<file path="src/shared/tps_map.svh">
// Purpose: Offsets, field positions, reset values and timing counts.
// Assumes: 100 MHz clock on both ends.
// Notes: Device offsets are register indexes on the control port.
//
// Operation
// - Thermal status flag readable, 1 means overtemperature.
// - Flag polled, sent to pin, or raises events.
// - Shutdown enable resets to 1, kills speakers.
// - Internal reset low while either supply low.
// - Writes ignored while internal reset low.
// - Release with defaults, then accept writes.
// - Reset held at least minimum period.
// - Reset reasserts when either supply drops.
// - Separate resets for I/O and speaker supplies.
// - Host first writes soft reset word.
// - Host sets speaker and line discharge bits.
// - Host connects midrail to speaker and line.
// - Host sets fast start, bias, ramp 01.
// - Host programs regulator, enables it, waits 300 ms.
// - Host enables bias, buffer, divider select 11.
// - Host clears the discharge bits.
// - Host enables speaker mixers and converters.
// - Host enables needed outputs and stages.
// - Supply drive only after output stages.
// - Host sets midrail on, waits 150 ms.
// - Host restores normal bias, divider 01.
// - Stage before drive up, drive first down.
`ifndef TPS_MAP_SVH
`define TPS_MAP_SVH

`define TPS_CLK_NS 10
`define TPS_TPOR_NS 10600
`define TPS_TPOR_CYC ((`TPS_TPOR_NS + `TPS_CLK_NS - 1) / `TPS_CLK_NS)
`define TPS_WAIT_REG_MS 300
`define TPS_WAIT_MID_MS 150
`define TPS_WAIT_REG_CYC (`TPS_WAIT_REG_MS * 1000000 / `TPS_CLK_NS)
`define TPS_WAIT_MID_CYC (`TPS_WAIT_MID_MS * 1000000 / `TPS_CLK_NS)

`define TPS_A_SOFT_RESET 8'h00
`define TPS_A_PWR1 8'h02
`define TPS_A_PWR2 8'h03
`define TPS_A_REF 8'h07
`define TPS_A_STATUS 8'h11
`define TPS_A_OUT_CTRL 8'h2a
`define TPS_A_REG_CTRL 8'h35

`define TPS_OUT_CTRL_RST 16'h8000
`define TPS_B_THERMAL_STATUS_FLAG 15
`define TPS_B_SHUTDOWN_EN 15
`define TPS_B_R_STAGE 7
`define TPS_B_L_STAGE 6
`define TPS_B_R_DRIVE 11
`define TPS_B_L_DRIVE 10

`define TPS_DISCH_BITS 16'h00d0
`define TPS_MIDCON_BITS 16'h3400
`define TPS_REF_START 16'h09a0
`define TPS_REF_MID_ON 16'h0010
`define TPS_REF_FAST_BITS 16'h0900
`define TPS_REG_FAST_REF 16'h4000
`define TPS_REG_BIAS 16'h0020
`define TPS_REG_ON 16'h8000
`define TPS_PWR1_FAST 16'h000f
`define TPS_PWR1_NORMAL 16'h000d
`define TPS_PWR2_MIXDAC 16'h000f
`define TPS_PWR2_SPK 16'h30c0
`define TPS_PWR2_LINE 16'hc000
`define TPS_PWR2_DRIVE 16'h0c00

`define TPS_SW_CTRL 4'h0
`define TPS_SW_STATUS 4'h1
`define TPS_B_START 0
`define TPS_B_MID_REF 1
`define TPS_B_LINE_EN 2
`define TPS_B_SPK_EN 3
`define TPS_LAST_STEP 4'd13

`endif

</file>
<file path="src/shared/tps_pkg.sv">
// Purpose: Types shared by both ends.
// Assumes: Constants live in the map header.
// Notes: Host states are Gray coded along the usual path.
package tps_pkg;
  typedef logic [7:0] tps_addr_t;
  typedef logic [15:0] tps_word_t;
  typedef enum logic [2:0] {
    TPS_IDLE = 3'b000,
    TPS_WAIT_POR = 3'b001,
    TPS_WRITE = 3'b011,
    TPS_DELAY = 3'b010,
    TPS_DONE = 3'b111
  } tps_state_t;
endpackage

</file>
<file path="src/shared/tps_ctrl_if.sv">
// Purpose: Control port between the host sequencer and the device.
// Assumes: One clock shared by both ends.
// Notes: Read data stand in the cycle after the read strobe.
`timescale 1ns/10ps
interface tps_ctrl_if (
  input wire logic clk
);
  import tps_pkg::*;
  logic wr;
  logic rd;
  tps_addr_t addr;
  tps_word_t wdata;
  tps_word_t rdata;
  logic por_n;

  modport dev (input clk, input wr, input rd, input addr, input wdata,
    output rdata, output por_n);
  modport host (input clk, output wr, output rd, output addr,
    output wdata, input rdata, input por_n);
endinterface

</file>
<file path="src/hw/tps_host.sv">
// Purpose: Host sequencer that brings the codec up without pops.
// Assumes: Device control port on the same clock.
// Notes: Settle waits are counted here; the device times only its power-on reset hold.
//
// The implementer's own choice: strobed register access.
`timescale 1ns/10ps
`include "tps_map.svh"
module tps_host #(
  parameter int WAIT_REG_CYC = `TPS_WAIT_REG_CYC,
  parameter int WAIT_MID_CYC = `TPS_WAIT_MID_CYC
) (
  input wire logic clk,
  input wire logic rst_n,
  tps_ctrl_if.host bus,
  input wire logic [3:0] sw_addr,
  input wire logic [15:0] sw_wdata,
  input wire logic sw_wr,
  input wire logic sw_rd,
  output logic [15:0] sw_rdata
);
  import tps_pkg::*;

  // ----------------------------------------
  // Software registers
  // ----------------------------------------
  logic mid_ref_reg;
  logic line_en_reg;
  logic spk_en_reg;
  logic done_reg;
  tps_state_t state_reg;
  tps_state_t state_next;
  wire busy = state_reg != TPS_IDLE && state_reg != TPS_DONE;
  wire wr_ctrl = sw_wr && sw_addr == `TPS_SW_CTRL;
  wire start = wr_ctrl && sw_wdata[`TPS_B_START] && !busy;

  // Options are frozen while a sequence runs so steps stay consistent.
  always_ff @(posedge clk or negedge rst_n) begin
    if (!rst_n) begin
      mid_ref_reg <= 1'b0;
      line_en_reg <= 1'b0;
      spk_en_reg <= 1'b0;
    end else if (wr_ctrl && !busy) begin
      mid_ref_reg <= sw_wdata[`TPS_B_MID_REF];
      line_en_reg <= sw_wdata[`TPS_B_LINE_EN];
      spk_en_reg <= sw_wdata[`TPS_B_SPK_EN];
    end
  end

  logic [15:0] rd_mux;
  wire [15:0] ctrl_view = {12'h000, spk_en_reg, line_en_reg,
    mid_ref_reg, 1'b0};
  wire [15:0] status_view = {13'h0, bus.por_n, done_reg, busy};
  always_comb begin
    unique case (sw_addr)
      `TPS_SW_CTRL: rd_mux = ctrl_view;
      `TPS_SW_STATUS: rd_mux = status_view;
      default: rd_mux = 16'h0000;
    endcase
  end
  always_ff @(posedge clk or negedge rst_n) begin
    if (!rst_n) sw_rdata <= 16'h0000;
    else if (sw_rd) sw_rdata <= rd_mux;
    else sw_rdata <= 16'h0000;
  end

  // ----------------------------------------
  // Step table
  // ----------------------------------------
  logic [3:0] step_reg;
  logic [7:0] step_addr;
  logic [15:0] step_data;
  logic [1:0] step_wait;
  wire [15:0] reg_sel = mid_ref_reg ? `TPS_REG_FAST_REF : 16'h0000;
  wire [15:0] out_base = `TPS_OUT_CTRL_RST | `TPS_MIDCON_BITS;
  wire [15:0] pwr2_outs = `TPS_PWR2_MIXDAC
    | (spk_en_reg ? `TPS_PWR2_SPK : 16'h0000)
    | (line_en_reg ? `TPS_PWR2_LINE : 16'h0000);
  wire [15:0] drive = spk_en_reg ? `TPS_PWR2_DRIVE : 16'h0000;
  wire [15:0] ref_on = `TPS_REF_START | `TPS_REF_MID_ON;

  // Wait codes: 0 none, 1 regulator settle, 2 midrail settle.
  always_comb begin
    step_addr = `TPS_A_SOFT_RESET;
    step_data = 16'h0000;
    step_wait = 2'd0;
    unique case (step_reg)
      4'd0: begin
        step_addr = `TPS_A_SOFT_RESET;
      end
      4'd1: begin
        step_addr = `TPS_A_OUT_CTRL;
        step_data = `TPS_OUT_CTRL_RST | `TPS_DISCH_BITS;
      end
      4'd2: begin
        step_addr = `TPS_A_OUT_CTRL;
        step_data = out_base | `TPS_DISCH_BITS;
      end
      4'd3: begin
        step_addr = `TPS_A_REF;
        step_data = `TPS_REF_START;
      end
      4'd4: begin
        step_addr = `TPS_A_REG_CTRL;
        step_data = reg_sel | `TPS_REG_BIAS | `TPS_REG_ON;
        step_wait = 2'd1;
      end
      4'd5: begin
        step_addr = `TPS_A_PWR1;
        step_data = `TPS_PWR1_FAST;
      end
      4'd6: begin
        step_addr = `TPS_A_OUT_CTRL;
        step_data = out_base;
      end
      4'd7: begin
        step_addr = `TPS_A_PWR2;
        step_data = `TPS_PWR2_MIXDAC;
      end
      4'd8: begin
        step_addr = `TPS_A_PWR2;
        step_data = pwr2_outs;
      end
      4'd9: begin
        step_addr = `TPS_A_PWR2;
        step_data = pwr2_outs | drive;
      end
      4'd10: begin
        step_addr = `TPS_A_REF;
        step_data = ref_on;
        step_wait = 2'd2;
      end
      4'd11: begin
        step_addr = `TPS_A_REG_CTRL;
        step_data = reg_sel & ~`TPS_REG_FAST_REF | `TPS_REG_ON;
      end
      4'd12: begin
        step_addr = `TPS_A_REF;
        step_data = ref_on & ~`TPS_REF_FAST_BITS;
      end
      4'd13: begin
        step_addr = `TPS_A_PWR1;
        step_data = `TPS_PWR1_NORMAL;
      end
      default: begin
        step_addr = `TPS_A_SOFT_RESET;
      end
    endcase
  end

  // ----------------------------------------
  // Sequencer
  // ----------------------------------------
  logic [24:0] wait_reg;
  logic [1:0] wait_kind_reg;
  wire last = step_reg == `TPS_LAST_STEP;
  wire [24:0] wait_len = wait_kind_reg == 2'd1 ?
    25'(WAIT_REG_CYC - 1) : 25'(WAIT_MID_CYC - 1);
  wire wait_end = wait_reg == wait_len;

  always_comb begin
    state_next = state_reg;
    unique case (state_reg)
      TPS_IDLE: if (start) state_next = TPS_WAIT_POR;
      TPS_WAIT_POR: if (bus.por_n) state_next = TPS_WRITE;
      TPS_WRITE: begin
        if (!bus.por_n) state_next = TPS_WAIT_POR;
        else if (step_wait != 2'd0) state_next = TPS_DELAY;
        else if (last) state_next = TPS_DONE;
      end
      TPS_DELAY: begin
        if (!bus.por_n) state_next = TPS_WAIT_POR;
        else if (wait_end) state_next = TPS_WRITE;
      end
      TPS_DONE: if (start) state_next = TPS_WAIT_POR;
      default: state_next = TPS_IDLE;
    endcase
  end

  // A device reset mid-sequence restarts from the soft reset step,
  // because every earlier write has been wiped.
  wire restart = state_reg != TPS_IDLE && state_reg != TPS_DONE
    && !bus.por_n;
  wire issue = state_reg == TPS_WRITE && bus.por_n;
  always_ff @(posedge clk or negedge rst_n) begin
    if (!rst_n) begin
      state_reg <= TPS_IDLE;
      step_reg <= 4'h0;
      wait_reg <= 25'h0000000;
      wait_kind_reg <= 2'd0;
    end else begin
      state_reg <= state_next;
      if (start || restart) step_reg <= 4'h0;
      else if (issue && !last) step_reg <= step_reg + 4'h1;
      else if (state_reg == TPS_DELAY && wait_end) step_reg <= step_reg;
      if (issue) begin
        wait_kind_reg <= step_wait;
        wait_reg <= 25'h0000000;
      end else if (state_reg == TPS_DELAY) begin
        wait_reg <= wait_reg + 25'h0000001;
      end
    end
  end

  always_ff @(posedge clk or negedge rst_n) begin
    if (!rst_n) done_reg <= 1'b0;
    else if (issue && last) done_reg <= 1'b1;
    else if (start) done_reg <= 1'b0;
  end

  // ----------------------------------------
  // Control port drive
  // ----------------------------------------
  always_ff @(posedge clk or negedge rst_n) begin
    if (!rst_n) begin
      bus.wr <= 1'b0;
      bus.rd <= 1'b0;
      bus.addr <= 8'h00;
      bus.wdata <= 16'h0000;
    end else begin
      bus.wr <= issue;
      bus.rd <= 1'b0;
      bus.addr <= issue ? step_addr : 8'h00;
      bus.wdata <= issue ? step_data : 16'h0000;
    end
  end
endmodule

</file>
<file path="src/flat_wrapper.sv">
// flat-port wrapper written by rule: the top's interface ports become plain ports
module tps_host_flat import tps_pkg::*;
#(
  parameter int WAIT_REG_CYC = `TPS_WAIT_REG_CYC,
  parameter int WAIT_MID_CYC = `TPS_WAIT_MID_CYC
)
  (clk, rst_n, sw_addr, sw_wdata, sw_wr, sw_rd, sw_rdata, bus_wr, bus_rd, bus_addr, bus_wdata, bus_rdata, bus_por_n);
  tps_ctrl_if bus_i (.clk(clk));
  input wire logic clk;
  input wire logic rst_n;
  input wire logic [3:0] sw_addr;
  input wire logic [15:0] sw_wdata;
  input wire logic sw_wr;
  input wire logic sw_rd;
  output logic [15:0] sw_rdata;
  output wire logic [$bits(bus_i.wr)-1:0] bus_wr;
  output wire logic [$bits(bus_i.rd)-1:0] bus_rd;
  output wire logic [$bits(bus_i.addr)-1:0] bus_addr;
  output wire logic [$bits(bus_i.wdata)-1:0] bus_wdata;
  input wire logic [$bits(bus_i.rdata)-1:0] bus_rdata;
  input wire logic [$bits(bus_i.por_n)-1:0] bus_por_n;
  assign bus_wr = bus_i.wr;
  assign bus_rd = bus_i.rd;
  assign bus_addr = bus_i.addr;
  assign bus_wdata = bus_i.wdata;
  assign bus_i.rdata = bus_rdata;
  assign bus_i.por_n = bus_por_n;
  tps_host #(.WAIT_REG_CYC(WAIT_REG_CYC), .WAIT_MID_CYC(WAIT_MID_CYC)) u_core (.clk(clk), .rst_n(rst_n), .bus(bus_i), .sw_addr(sw_addr), .sw_wdata(sw_wdata), .sw_wr(sw_wr), .sw_rd(sw_rd), .sw_rdata(sw_rdata));
endmodule
</file>
<file path="config.mk">
export PLATFORM = sky130hd
export DESIGN_NAME = tps_host_flat
export DESIGN_NICKNAME = d
export VERILOG_FILES = /design/src/shared/tps_pkg.sv /design/src/shared/tps_ctrl_if.sv /design/src/hw/tps_host.sv /design/src/flat_wrapper.sv
export VERILOG_INCLUDE_DIRS = /design/src /design/src/shared
export SDC_FILE = /design/constraint.sdc
export NUM_CORES = 1
export LEC_CHECK = 0
export BUFFER_PORTS_ARGS = -buffer_cell sky130_fd_sc_hd__buf_2
export CAP_MARGIN = 20
export CORE_ASPECT_RATIO = 0.6
export CORE_MARGIN = 2
export CORE_UTILIZATION = 48
export CTS_BUF_LIST = sky130_fd_sc_hd__clkbuf_4 sky130_fd_sc_hd__clkbuf_8 sky130_fd_sc_hd__clkbuf_16
export DETAILED_ROUTE_END_ITERATION = 7
export HOLD_SLACK_MARGIN = 0.03
export PLACE_DENSITY = 0.89
export SLEW_MARGIN = 20
export SYNTH_ARGS = -nofsm -noshare
export SYNTH_HDL_FRONTEND = slang
export SYNTH_SLANG_ARGS = --single-unit
</file>
<file path="constraint.sdc">
create_clock -name clk -period 1.8 [get_ports clk]
set_input_delay 0.36 -clock clk [delete_from_list [all_inputs] [get_ports clk]]
set_output_delay 0.36 -clock clk [all_outputs]
set_load 0.02 [all_outputs]
</file>
==> results of run 1 <==
-- critical path: stages (launching register included) --
cell,delay [ns]
dfrtp_1,0.40
buf_6,0.13
ha_2,0.16
mux2_4,0.27
o21a_1,0.20
nor2_2,0.14
a21o_1,0.17
buf_12,0.13
nor2_1,0.05
-- cells in the final DEF (no fill, tap or decap), types with 4 or more instances in the layout --
cell type  Yosys  routed
xor2_1        20      20
o21ai_0        8       8
nor2_1        47      46
buf_12         0       4
nand2_1       25      25
clkbuf_8       0      10
conb_1         1      16
buf_2          2      38
nor3_1         6       6
buf_4         20      31
dfrtp_1       61      60
nand3_1       16      15
clkinv_2       0       4
xnor2_1        8       8
a21oi_1       14      14
nand4_1        8       8
mux2_2         5       4
-- path summary, 6_finish.rpt --
path	startpoint	endpoint	slack (ns)
worst min register to register	u_core.wait_kind_reg[1]	u_core.wait_kind_reg[1]	0.49
max in group asynchronous	rst_n	u_core.step_reg[0]	0.80
worst max register to register	u_core.step_reg[1]	u_core.bus.wdata[6]	0.02
min in group asynchronous	rst_n	u_core.bus.addr[4]	0.44
worst min-delay path	sw_wdata[3]	u_core.spk_en_reg	0.25
worst max-delay path	u_core.step_reg[1]	u_core.bus.wdata[6]	0.02
-- area by class of cell --
class	instances	area [sq um]
Fill cell	523	2370
Sequential cell	61	1530
Multi-Input combinational cell	235	1500
Timing Repair Buffer	75	524
Clock buffer	10	138
Tap cell	84	105
Clock inverter	5	27.5
Inverter	6	22.5
-- cells in the mapped netlist (all sizes together), types with 4 or more instances --
cell type,count
nand4b,4
nor3,9
xnor2,8
nor2,47
o21ai,9
nand4,8
nand3,16
nand2,25
inv,5
mux2,5
xor2,20
buf,22
clkbuf,11
mux2i,4
a21oi,14
ha,5
dfrtp,61
-- per-layer routing --
layer	track usage, %	wire (um)
met1	29.4	3130
met4	8.33	89
met3	6.56	633
met5	0	0
met2	32.0	3100
-- power groups by stage --
stage               logic, W  registers (W)  clock network [W]
floorplan           0.000709        0.00166                  0
CTS                  0.00125        0.00161            0.00107
global placement     0.00113        0.00162                  0
global route         0.00143        0.00163            0.00114
finish               0.00130        0.00162            0.00104
detailed placement   0.00118        0.00163                  0
-- through the flow --
step	TNS, ns	cell area, sq um	hold WS (ns)	setup slack, ns
finish	0	3850	0.245	0.0153
global placement	-0.201	3610	0.261	-0.120
floorplan	-0.0123	3220	0.0644	-0.0123
detailed placement	-0.200	3610	0.263	-0.140
global route	-0.612	3850	0.234	-0.0825
CTS	0	3820	0.239	0.00161
-- logic make-up (layout without fill, tap and decap cells) --
kind of cell / after synthesis / count (layout) / share of synthesized area, %
AND/OR/NAND/NOR: 137 / 137 / 23.3
flip-flops: 61 / 61 / 48.6
AO/OA/AOI/OAI: 40 / 40 / 7.93
buffers and inverters: 39 / 96 / 7.13
XOR/XNOR: 28 / 28 / 7.81
multiplexers: 9 / 9 / 3.07
adder cells (fa/ha/maj): 5 / 5 / 1.99
other: 1 / 16 / 0.119
-- timing repair --
action | 4_1_cts | 5_1_grt
pin swaps | 3 | 2
setup buffers | 1 | 1
hold buffers | 1 | 0
setup endpoints to repair | 14 | 16
hold endpoints to repair | 13 | 0
resized for setup | 5 | 6
==> run_results.csv, run 1 <==
group,metric,value,unit
route,drtIter0Drc,137,
logic_synthesis,ys_ff_latch,61,
critical_path,critical_path_class,"reg -> reg",
logic_synthesis,ys_async_sr_fraction,100,%
finish,layout.nets,434,
cts,cts_root_buf,"clkbuf_8",
logic_synthesis,yosys_most_used_dff,"dfrtp_1",
sta,rsz0062_at_grt,"yes",
global_routing,grt_max_degree,49,
sta,max_freq,560,MHz
critical_path,endpoint_kind,"register",
critical_path,crit_required,2.03,ns
floorplan,dieHeight,66.6,um
logic_synthesis,yosys.cell_types.count,54,
sta,fin_crit_sh,99.1,%
critical_path,cp_max_fo,12,
logic_synthesis,synth_area,0.00314,sq mm
route,drcViolationCount,0,
place,io_buffers,38,
route,ant_nets,0,
sta,fin_crit,1.78,ns
finish,drive_above_1_share,29.3,%
sta,slew_violations,0,
route,wire_per_inst,14.6,um
critical_path,crit_arrival,2.01,ns
logic_synthesis,synth.top_cell.area_share,48.6,%
route,totalWireLength,6950,um
logic_synthesis,synth_cells,320,
cts,clock_path_buffers,2,
cts,clkSinkCount,61,
sta,setup_viol,0,
pwr,power,0.00396,W
cts,cts_buffers,9,
cts,clk_pin_slew,0.06,ns
route,num_vias,2526,
min_path,hp-class,"in -> reg",
finish,num_antenna_cells,0,
job,max_cap_viol_count,0,
place,dp_cells,458,
logic_synthesis,synth.yosys.seq_area_share,48.6,%
pwr,p_int,0.00260,W
run_status,status,"complete, no violations",
floorplan,core-area,0.00622,sq mm
floorplan,dieWidth,108,um
cts,htreeDepth,3,
route,drt_pass1_iterations,4,
sta,finalHoldViolCount,0,
route,drt-vias-per-instance,5.31,
finish,largest_register_ffs,25,
floorplan,pin_count,83,
pwr,pwr-share-comb,32.8,%
pwr,seqPwrFrac,40.9,%
pwr,swShare,34.3,%
cts,tritoncts,"yes",
global_routing,grt_pass1_vias,2358,
finish,syn_to_final_growth,22.6,%
global_routing,overflow,0,
logic_synthesis,yosysTopAreaCell,"dfrtp_1",
floorplan,row_count,22,
logic_synthesis,synthTopCellsByArea,"dfrtp_1 49%, nor2_1 5.6%, xor2_1 5.6%",
cts,clock_latency,0.36,ns
global_routing,grt_first_pass_wirelength,11500,um
sta,final.setup_skew,0.00893,ns
pwr,clkPwrFrac,26.3,%
critical_path,reg2reg_depth,8,
finish,fin_util,61.8,%
place,gp_congestion,0.927,
global_routing,grt_use_total,21.5,%
min_path,whs_path_depth,2,
finish,layoutNonFillerInstCount,476,
place,dp_hpwl,4830,um
pwr,power.switching,0.00136,W
pwr,cellPowerDensity,1030,mW/mm^2
global_routing,antenna_found_initial,0,
critical_path,start_kind,"register",
logic_synthesis,avgSynthCellArea,9.81,sq um
floorplan,start_util,50.5,%
pwr,irDropWorstVdd,0.000588,V
floorplan,dieArea,0.00722,sq mm
logic_synthesis,yosysWarnings,0,
pwr,p_leak,1.90,nW
logic_synthesis,synth_edf_count,0,
Note: power is estimated with default switching activity, not from simulation.
==> run 2: changes to the inputs <==
Settings changed: CORE_UTILIZATION 48 to 35, PLACE_DENSITY 0.89 to 0.71, SLEW_MARGIN 20 to unset.
==> run_results.csv, run 2 (synthesis gave the netlist of run 1 again) <==
group,metric,value,unit
finish,largest_register_ffs,25,
critical_path,reg2reg_depth,7,
critical_path,crit_required,2.01,ns
sta,fin_crit,1.79,ns
min_path,holdCritStartpoint,"sw_wdata[3]",
finish,fin_util,48.2,%
sta,hold_ws,0.268,ns
floorplan,dieWidth,126,um
sta,tns,0,ns
critical_path,critical_path_class,"reg -> reg",
finish,final_common_cell,"dfrtp_1",
finish,drive_above_1_share,31.9,%
finish,num_antenna_cells,0,
sta,setup_viol,0,
route,drtIter0Drc,181,
route,ant_nets,0,
sta,slew_violations,0,
place,gp_congestion,0.857,
cts,cts_buffers,9,
critical_path,r2r_slack,0.01,ns
critical_path,endpoint_kind,"register",
global_routing,grt_max_degree,27,
global_routing,overflow,0,
min_path,hp-class,"in -> reg",
pwr,p_leak,2.02,nW
cts,cts_root_buf,"clkbuf_16",
finish,layout.nets,442,
min_path,min_to,"u_core.spk_en_reg",
floorplan,core-area,0.00862,sq mm
global_routing,grt_use_total,15.7,%
pwr,p_int,0.00358,W
place,io_buffers,38,
critical_path,critical_path.cell_chain,"inv_2 > ha_4 > and3b_1 > a21oi_1 > a221o_1 > or2_1 > o22a_1",
critical_path,crit_arrival,1.99,ns
critical_path,rr_endpoint,"u_core.state_reg[2]",
pwr,clkPwrFrac,40.5,%
finish,nFillCells,799,
floorplan,dieHeight,77.4,um
route,drcViolationCount,0,
floorplan,row_count,26,
sta,final.setup_skew,0.00758,ns
pwr,pwr-share-comb,27.3,%
critical_path,critPathMaxStageDelay,0.38,ns
place,dp_cells,493,
pwr,swShare,28.8,%
job,max_cap_viol_count,0,
cts,clock_path_buffers,2,
finish,syn_to_final_growth,32.2,%
cts,clkSinkCount,61,
critical_path,start_kind,"register",
floorplan,start_util,36.4,%
min_path,whs_path_depth,2,
run_status,status,"complete, no violations",
global_routing,grt_first_pass_wirelength,12100,um
global_routing,antenna_found_initial,0,
route,totalWireLength,7250,um
cts,clock_latency,0.32,ns
route,wire_per_inst,14.1,um
finish,layoutNonFillerInstCount,513,
pwr,power.switching,0.00145,W
pwr,power,0.00502,W
place,dp_hpwl,5380,um
route,drt_pass1_iterations,4,
floorplan,dieArea,0.00977,sq mm
sta,rsz0062_at_grt,"yes",
sta,finalHoldViolCount,0,
critical_path,crit_slowest_cell,"dfrtp_1",
sta,max_freq,559,MHz
global_routing,grt_pass1_vias,2372,
critical_path,rr_startpoint,"u_core.step_reg[1]",
cts,clk_pin_slew,0.05,ns
cts,tritoncts,"yes",
cts,htreeDepth,3,
floorplan,pin_count,83,
pwr,irDropWorstVdd,0.000565,V
pwr,cellPowerDensity,1210,mW/mm^2
pwr,seqPwrFrac,32.1,%
sta,fin_crit_sh,99.4,%
route,drt-vias-per-instance,4.94,
route,num_vias,2532,
critical_path,cp_max_fo,4,
finish,mostFrequentLayoutCells,"59 x dfrtp_1, 46 x nor2_1, 40 x buf_4, 38 x buf_2, 24 x nand2_1",
==> run 2: changes by cell type in the layout (fill, tap and decap cells not counted), sizes merged <==
cell    delta
clkinv     -3
clkbuf     +1
buf        +8
bufinv     +3
==> run 2: critical path: cells and delay by family (launching register included) <==
| family | cells | cell delay, ns |
|---|---|---|
| compound gates | 3 | 0.62 |
| flops | 1 | 0.38 |
| fa+ha+maj | 1 | 0.16 |
| buf+inv | 1 | 0.11 |
| simple gates | 2 | 0.40 |
==> run 2: power by group through the flow <==
stage / Combinational [W] / Clock (W) / Sequential (W)
after floorplan: 0.000709 / 0 / 0.00166
after global placement: 0.00119 / 0 / 0.00163
after detailed placement: 0.00123 / 0 / 0.00164
after CTS: 0.00130 / 0.00207 / 0.00162
after global routing: 0.00151 / 0.00215 / 0.00163
final: 0.00137 / 0.00203 / 0.00162
==> run 2: how the worst max path moves through the flow <==
| stage | start | endpoint | slack, ns |
|---|---|---|---|
| 6_report | u_core.step_reg[1] | u_core.state_reg[2] | 0.01 |
| 3_5_place_dp | u_core.wait_reg[17] | u_core.state_reg[0] | -0.08 |
| 5_1_grt | u_core.step_reg[0] | u_core.bus.wdata[15] | -0.08 |
| 3_3_place_gp | u_core.wait_reg[11] | u_core.state_reg[0] | -0.09 |
| 2_1_floorplan | u_core.step_reg[1] | u_core.state_reg[2] | -0.01 |
| 4_1_cts | u_core.step_reg[1] | u_core.state_reg[2] | -0.01 |
==> run 2: cell type report <==
type | count | area, sq um | area share [%]
clock buffers | 11 | 253 | 6.09
well taps | 112 | 140 | 3.38
repair buffers | 83 | 563 | 13.6
clock inverters | 5 | 106 | 2.56
inverters | 6 | 22.5 | 0.542
multi-input cells | 235 | 1540 | 37.0
flip-flops and latches | 61 | 1530 | 36.8
==> run 2: per-stage QoR <==
stage	setup WS, ns	area [sq um]
2_1_floorplan	-0.0123	3220
3_3_place_gp	-0.0854	3680
3_5_place_dp	-0.0792	3680
4_1_cts	-0.0142	4100
5_1_grt	-0.0774	4150
6_report	0.0104	4150
==> run 2: per-layer routing <==
| layer | vias up | track usage (%) | wire length [um] |
|---|---|---|---|
| met4 | 0 | 5.71 | 100 |
| met2 | 75 | 21.4 | 2960 |
| met5 | - | 0 | 0 |
| met3 | 8 | 4.83 | 439 |
| met1 | 1236 | 23.3 | 3750 |
| li1 | 1213 | - | - |
==> run 2: repair_timing <==
| item | 4_1_cts | 5_1_grt |
|---|---|---|
| hold endpoints to repair | 15 | 0 |
| hold buffers | 1 | 0 |
| buffers inserted | 2 | 1 |
| setup endpoints to repair | 15 | 25 |
| gates resized for setup | 8 | 12 |
| pin swaps | 3 | 3 |
